<file path="src/rtl/dsm_defines.vh">
`ifndef DSM_DEFINES_VH
`define DSM_DEFINES_VH
// Register byte offsets, one aligned word each
`define DSM_ADDR_COLL 8'h00
`define DSM_ADDR_STAT1 8'h04
`define DSM_ADDR_RAMADR 8'h08
`define DSM_ADDR_IRQ_STAT 8'h0c
`define DSM_ADDR_IRQ_MASK 8'h10
`define DSM_ADDR_PPMODE 8'h14
// Field positions
`define DSM_PERIPH_WRITE_COLLISION_FLAG_LSB 8
`define DSM_RAM_WRITE_COLLISION_FLAG_LSB 0
`define DSM_LAST_ACTIVE_CHANNEL_LSB 8
`define DSM_PINGPONG_BUFFER_SELECT_LSB 0
// Reset values
`define DSM_LAST_ACTIVE_CHANNEL_NONE 4'hf
`define DSM_COLL_RST 16'h0000
`define DSM_RAMADR_RST 16'h0000
`define DSM_PP_RST 8'h00
// Interrupt status bits
`define DSM_IRQ_PCOL 0
`define DSM_IRQ_XCOL 1
`define DSM_IRQ_XFER 2
`define DSM_IRQ_BLOCK 3
`define DSM_IRQ_W 4
`endif

</file>
<file path="src/rtl/dsm_status_monitor.v">
// Summary of operation
// Bits 15..8 of the collision register hold one peripheral write-collision flag per channel, channel 7 on top.
// Bits 7..0 of the collision register hold one RAM write-collision flag per channel, channel 7 on top.
// A collision flag reads 1 after a collision, resets to 0, and software can only clear it.
// Bits 11..8 of the second status word give the channel of the latest transfer, 0000 to 0111.
// That field reads 1111 from reset until the first transfer, and codes 1110..1000 never appear.
// Bits 7..0 of the second status word show each channel's selected buffer, 1 secondary, reset 0.
// Bits 15..12 of the second status word always read zero.
// A 16-bit read-only register resets to zero and holds the latest RAM address accessed.
// In ping-pong mode a channel alternates blocks between buffers, one per buffer in one-shot mode.
// Only the colliding channel's flag sets, a written 1 changes nothing, and it stays set until cleared.
`timescale 1ns/1ps
`default_nettype none
`include "dsm_defines.vh"
module dsm_status_monitor (
   input wire clk_i,
   input wire rst_i,
   // Classic Wishbone slave
   input wire wb_cyc_i,
   input wire wb_stb_i,
   input wire wb_we_i,
   input wire [7:0] wb_adr_i,
   input wire [3:0] wb_sel_i,
   input wire [31:0] wb_dat_i,
   output reg [31:0] wb_dat_o,
   output reg wb_ack_o,
   output wire wb_err_o,
   // Channel events from the controller core (same clock)
   input wire [7:0] periph_coll_i,
   input wire [7:0] ram_coll_i,
   input wire xfer_valid_i,
   input wire [2:0] xfer_chan_i,
   input wire [15:0] xfer_ram_addr_i,
   input wire xfer_ram_access_i,
   input wire [7:0] block_done_i,
   // Buffer select and one-shot completion per channel; interrupt output
   output wire [7:0] pingpong_buffer_select_o,
   output wire [7:0] oneshot_done_o,
   output wire irq_o
);
   wire [7:0] pflag;
   wire [7:0] xflag;
   wire [7:0] pp_sel;
   wire [7:0] os_done;
   wire [7:0] clr_p;
   wire [7:0] clr_x;
   reg [3:0] last_ch_q;
   reg [15:0] ram_adr_q;
   reg [3:0] irq_stat_q;
   reg [3:0] irq_mask_q;
   reg [15:0] ppmode_q;
   reg [31:0] rd_d;
   wire req;
   wire wr_acc;
   wire mapped;
   wire [3:0] irq_ev;
   wire [3:0] irq_clr;

   // Single-cycle answer to each new request
   assign req = wb_cyc_i & wb_stb_i & ~wb_ack_o;
   assign mapped = (wb_adr_i == `DSM_ADDR_COLL) || (wb_adr_i == `DSM_ADDR_STAT1) ||
                   (wb_adr_i == `DSM_ADDR_RAMADR) || (wb_adr_i == `DSM_ADDR_IRQ_STAT) ||
                   (wb_adr_i == `DSM_ADDR_IRQ_MASK) || (wb_adr_i == `DSM_ADDR_PPMODE);
   assign wr_acc = req & wb_we_i & mapped;
   assign wb_err_o = 1'b0;

   // Write-zero-to-clear strobes, per byte lane; a written one leaves the flag alone
   // software can only clear
   assign clr_p = (wr_acc && wb_adr_i == `DSM_ADDR_COLL && wb_sel_i[1]) ?
                  ~wb_dat_i[`DSM_PERIPH_WRITE_COLLISION_FLAG_LSB +: 8] : 8'h00;
   assign clr_x = (wr_acc && wb_adr_i == `DSM_ADDR_COLL && wb_sel_i[0]) ?
                  ~wb_dat_i[`DSM_RAM_WRITE_COLLISION_FLAG_LSB +: 8] : 8'h00;

   // One state slice per channel
   genvar g;
   generate
      for (g = 0; g < 8; g = g + 1) begin : g_ch
         dsm_chan_state u_ch (
            .clk_i(clk_i),
            .rst_i(rst_i),
            .periph_coll_i(periph_coll_i[g]),
            .ram_coll_i(ram_coll_i[g]),
            .clr_periph_i(clr_p[g]),
            .clr_ram_i(clr_x[g]),
            .block_done_i(block_done_i[g]),
            .pp_en_i(ppmode_q[2*g+1]),
            .oneshot_i(ppmode_q[2*g]),
            .periph_write_collision_flag_o(pflag[g]),
            .ram_write_collision_flag_o(xflag[g]),
            .pingpong_buffer_select_o(pp_sel[g]),
            .oneshot_done_o(os_done[g])
         );
      end
   endgenerate
   assign pingpong_buffer_select_o = pp_sel;
   assign oneshot_done_o = os_done;

   // Latest channel and RAM address
   // channel code of last transfer
   // 1111 until first transfer
   always @(posedge clk_i) begin
      if (rst_i) begin
         last_ch_q <= `DSM_LAST_ACTIVE_CHANNEL_NONE;
      end else if (xfer_valid_i) begin
         last_ch_q <= {1'b0, xfer_chan_i};
      end
   end

   // capture recent RAM address
   always @(posedge clk_i) begin
      if (rst_i) begin
         ram_adr_q <= `DSM_RAMADR_RST;
      end else if (xfer_ram_access_i) begin
         ram_adr_q <= xfer_ram_addr_i;
      end
   end

   // Interrupt events: any collision, any transfer, any block
   assign irq_ev = {|block_done_i, xfer_valid_i, |ram_coll_i, |periph_coll_i};
   assign irq_clr = (wr_acc && wb_adr_i == `DSM_ADDR_IRQ_STAT && wb_sel_i[0]) ?
                    wb_dat_i[3:0] : 4'h0;

   // Sticky status, set beats clear; mask and mode writes
   always @(posedge clk_i) begin
      if (rst_i) begin
         irq_stat_q <= 4'h0;
         irq_mask_q <= 4'h0;
         ppmode_q <= 16'h0000;
      end else begin
         irq_stat_q <= irq_ev | (irq_stat_q & ~irq_clr);
         if (wr_acc && wb_adr_i == `DSM_ADDR_IRQ_MASK && wb_sel_i[0])
            irq_mask_q <= wb_dat_i[3:0];
         if (wr_acc && wb_adr_i == `DSM_ADDR_PPMODE) begin
            if (wb_sel_i[0])
               ppmode_q[7:0] <= wb_dat_i[7:0];
            if (wb_sel_i[1])
               ppmode_q[15:8] <= wb_dat_i[15:8];
         end
      end
   end
   assign irq_o = |(irq_stat_q & irq_mask_q);

   // Read multiplexer
   always @* begin
      rd_d = 32'h00000000;
      case (wb_adr_i)
         // peripheral flags upper byte
         // RAM flags lower byte
         `DSM_ADDR_COLL: rd_d[15:0] = {pflag, xflag};
         // buffer select bits
         // top nibble reads zero
         `DSM_ADDR_STAT1: rd_d[15:0] = {4'h0, last_ch_q, pp_sel};
         `DSM_ADDR_RAMADR: rd_d[15:0] = ram_adr_q;
         `DSM_ADDR_IRQ_STAT: rd_d[3:0] = irq_stat_q;
         `DSM_ADDR_IRQ_MASK: rd_d[3:0] = irq_mask_q;
         `DSM_ADDR_PPMODE: rd_d[15:0] = ppmode_q;
         default: rd_d = 32'h00000000;
      endcase
   end

   // Ack one cycle after request; data registered
   always @(posedge clk_i) begin
      if (rst_i) begin
         wb_ack_o <= 1'b0;
         wb_dat_o <= 32'h00000000;
      end else begin
         wb_ack_o <= req;
         if (req && !wb_we_i)
            wb_dat_o <= rd_d;
      end
   end
endmodule
`default_nettype wire

</file>
<file path="src/rtl/dsm_chan_state.v">
`timescale 1ns/1ps
`default_nettype none
// Per-channel collision flags and ping-pong buffer tracking
module dsm_chan_state (
   input wire clk_i,
   input wire rst_i,
   input wire periph_coll_i,
   input wire ram_coll_i,
   input wire clr_periph_i,
   input wire clr_ram_i,
   input wire block_done_i,
   input wire pp_en_i,
   input wire oneshot_i,
   output reg periph_write_collision_flag_o,
   output reg ram_write_collision_flag_o,
   output reg pingpong_buffer_select_o,
   output reg oneshot_done_o
);
   // Sticky flags: set wins over a software clear
   // clear-only sticky flag
   always @(posedge clk_i) begin
      if (rst_i) begin
         periph_write_collision_flag_o <= 1'b0;
         ram_write_collision_flag_o <= 1'b0;
      end else begin
         // own channel only
         if (periph_coll_i)
            periph_write_collision_flag_o <= 1'b1;
         else if (clr_periph_i)
            periph_write_collision_flag_o <= 1'b0;
         if (ram_coll_i)
            ram_write_collision_flag_o <= 1'b1;
         else if (clr_ram_i)
            ram_write_collision_flag_o <= 1'b0;
      end
   end

   // Buffer select toggles per completed block
   // alternate primary and secondary
   always @(posedge clk_i) begin
      if (rst_i) begin
         pingpong_buffer_select_o <= 1'b0;
         oneshot_done_o <= 1'b0;
      end else if (!pp_en_i) begin
         pingpong_buffer_select_o <= 1'b0;
         oneshot_done_o <= 1'b0;
      end else if (block_done_i && !oneshot_done_o) begin
         pingpong_buffer_select_o <= ~pingpong_buffer_select_o;
         // One block per buffer in one-shot mode
         if (oneshot_i && pingpong_buffer_select_o)
            oneshot_done_o <= 1'b1;
      end
   end
endmodule
`default_nettype wire

</file>
<file path="config.mk">
export PLATFORM = sky130hd
export DESIGN_NAME = dsm_status_monitor
export DESIGN_NICKNAME = d
export VERILOG_FILES = /design/src/rtl/dsm_status_monitor.v /design/src/rtl/dsm_chan_state.v
export VERILOG_INCLUDE_DIRS = /design/src /design/src/rtl
export SDC_FILE = /design/constraint.sdc
export NUM_CORES = 1
export LEC_CHECK = 0
export BUFFER_PORTS_ARGS = -buffer_cell sky130_fd_sc_hd__buf_4
export CAP_MARGIN = 40
export CORE_MARGIN = 5
export CORE_UTILIZATION = 51
export DETAILED_ROUTE_END_ITERATION = 10
export PLACE_DENSITY = 0.8
export SLEW_MARGIN = 20
export SYNTH_ARGS = -nofsm -noshare
export SYNTH_HDL_FRONTEND = slang
export SYNTH_SLANG_ARGS = --single-unit
</file>
<file path="constraint.sdc">
create_clock -name clk_i -period 2 [get_ports clk_i]
set_input_delay 0.2 -clock clk_i [delete_from_list [all_inputs] [get_ports clk_i]]
set_output_delay 0.2 -clock clk_i [all_outputs]
set_load 0.005 [all_outputs]
</file>
==> results.sh <==
export IMPL_status="finished, final reports clean"
export IMPL_nets=672
export IMPL_crit_path_max_incr_delay_ps=490
export IMPL_rows=34
export IMPL_cts_tree="built"
export IMPL_core_area_um2=8680
export IMPL_async_reset_ff_share_pct=0
export IMPL_syn2layout_area_growth_pct=20.5
export IMPL_final_cell_mix="buf_4, dfxtp_1, nor2_1"
export IMPL_drc=0
export IMPL_placement_io_buffers=109
export IMPL_instances_no_fill=691
export IMPL_irDropWorstVdd_mv=0.384
export IMPL_cts_root_buf="clkbuf_8"
export IMPL_setup_viol=0
export IMPL_cts_resized=0
export IMPL_ctsLongestPathBuffers=2
export IMPL_overflow=0
export IMPL_fin_setup_tns_ps=0
export IMPL_pin_count=145
export IMPL_drt_iter0_drc=229
export IMPL_period_needed_ps=1730
export IMPL_slew_limit_headroom_pct=64.7
export IMPL_yosys_register_bits=93
export IMPL_detail_route_wl_per_cell_um=17.3
export IMPL_ant_nets=0
export IMPL_rsz0062_at_grt="no"
export IMPL_dieWidth_um=104
export IMPL_fin_crit_sh_pct=86.6
export IMPL_clock_skew_ps=8.95
export IMPL_synth_edf_count=0
export IMPL_synth_cells=491
export IMPL_dieArea_um2=10800
export IMPL_worstPathArrival_ps=2020
export IMPL_worst_pin_slew_ps=526
export IMPL_syn_avg_cell_area_um2=9.20
export IMPL_clkSinkCount=93
export IMPL_hold_path_class="input pin to flop"
export IMPL_grt_usage_pct=21.3
export IMPL_netlist_area_um2=4520
export IMPL_seq_area_frac_synth_pct=41.2
export IMPL_cp_required_ps=2290
export IMPL_htreeDepth=3
export IMPL_drv_cap=0
export IMPL_ys_warn_count=0
export IMPL_die_y_um=104
export IMPL_post_route_util_pct=62.7
export IMPL_dp_cells=675
export IMPL_cp_buffers_inverters=0
export IMPL_seq_area_um2=1860
export IMPL_crit_fanout=6
export IMPL_leakagePower_nw=2.22
export IMPL_antenna_found_initial=0
export IMPL_start_kind="flop"
export IMPL_dp_hpwl_mm=9.18
export IMPL_clkTransAtPathRegs_ps=100
export IMPL_path_delay_family="simple AND/OR/NAND/NOR gates"
export IMPL_cellPowerDensity_nw_per_um2=676
export IMPL_multi_input_area_um2=2330
export IMPL_fill_cells=751
export IMPL_drt_wl_total_mm=11.9
export IMPL_route_vias_total=3932
export IMPL_initial_core_util_pct=52.0
export IMPL_crit_path_end_kind="flop"
export IMPL_hold_viol=0
export IMPL_drv_slew=0
export IMPL_post_cts_buffers=0
export IMPL_via_per_inst=5.69
export IMPL_grt_first_pass_wirelength_mm=19.0
export IMPL_cts_inserted_buffers=9
export IMPL_crit_slowest_cell="nor3_4"
export IMPL_path_cells="and3b_1 > nand2_1 > nor3_4 > mux2i_1"
export IMPL_final_common_cell="buf_4"
export IMPL_drive_gt1_share_pct=27.3
export IMPL_gp_congestion=0.903
export IMPL_clock_fmax_mhz=578
export IMPL_synth_cell_types=51
export IMPL_diodes=0
export IMPL_dr_pass1_iters=4
export IMPL_cts_hold_buf=0
export IMPL_worstSetupPathType="flop to flop"
export IMPL_reg2reg_slack_ps=270
export IMPL_worstSkewPairLatency_ps=360
export IMPL_grt_max_degree=56
export IMPL_ys_flop_type="dfxtp_1"
export IMPL_grt_pass1_vias=3829
-- worst reg2reg max path: cells and delay by family, from the launching register on --
family	cells	cell delay [ps]
flip-flops	1	340
multiplexers	1	270
AND/OR/NAND/NOR	3	1050
-- state kept, by name, summed over array words and instances (netlist names), 8 cells and up --
name,cells
g_ch.u_ch.oneshot_done_o,8
g_ch.u_ch.periph_write_collision_flag_o,8
g_ch.u_ch.pingpong_buffer_select_o,8
g_ch.u_ch.ram_write_collision_flag_o,8
ppmode_q,16
ram_adr_q,16
wb_dat_o,16
-- per-stage QoR --
stage	total power, mW	hold WS [ps]	setup slack (ps)	cell area (µm²)
floorplan	2.22	318	504	4580
global placement	2.40	402	351	5240
finish	3.68	34.2	269	5440
global route	3.82	29.7	116	5440
CTS	3.69	32.4	263	5440
detailed placement	2.41	405	281	5240
-- report_power, final --
group,switching [mW],internal [mW],leakage (nW)
sequential,0.0327,1.91,0.760
clock,0.713,0.595,0.0980
combinational,0.225,0.209,1.36
total,0.971,2.71,2.22
-- final timing paths --
kind,startpoint,endpoint,cells after the start
max,wb_ack_o,ppmode_q[6],4
min,xfer_chan_i[0],last_ch_q[0],2
max reg2reg,wb_ack_o,ppmode_q[6],4
min reg2reg,wb_dat_o[15],wb_dat_o[15],2
-- synthesized netlist by cell type, types with 6 or more instances --
cell type	instances	area, µm²
a211oi_1	16	120
inv_1	6	22.5
nor3b_1	8	60.1
nor2b_1	11	68.8
nand2_1	9	33.8
dfxtp_1	93	1860
a31oi_1	19	119
nand4_1	7	43.8
a22oi_1	10	75.1
mux2i_1	38	380
nand3_1	8	40.0
buf_4	34	255
xnor2_1	8	70.1
nor4_1	6	37.5
nor2_1	72	270
o21ai_1	10	50.1
o21ai_0	15	75.1
mux2_2	8	90.1
a21oi_1	14	70.1
clkbuf_1	13	48.8
nand2b_1	27	169
-- cell families (layout without fill, tap and decap cells) --
group / count (synthesis) / after routing / share of synthesized area, %
flip-flops: 93 / 93 / 41.2
other: 1 / 17 / 0.0830
buffers and inverters: 62 / 138 / 8.45
XOR/XNOR: 8 / 8 / 1.55
AND/OR/NAND/NOR: 180 / 180 / 23.9
multiplexers: 46 / 46 / 10.4
AO/OA/AOI/OAI: 101 / 101 / 14.4
-- metal layers --
| metal | wire length (µm) | track usage [%] | up-vias |
|---|---|---|---|
| li1 | - | - | 1896 |
| met1 | 4940 | 26.8 | 1860 |
| met2 | 5930 | 35.9 | 154 |
| met3 | 846 | 5.03 | 22 |
| met4 | 233 | 6.94 | 0 |
| met5 | 0 | 0 | - |
-- layout make-up --
| class | instances | share of cell area (%) |
|---|---|---|
| clock buffers | 9 | 2.28 |
| clock inverters | 7 | 1.52 |
| inverters | 6 | 0.414 |
| multi-input cells | 352 | 42.9 |
| flip-flops and latches | 93 | 34.2 |
| well taps | 108 | 2.48 |
| repair buffers | 116 | 16.2 |
No activity file was read; power rests on OpenSTA's default activity.
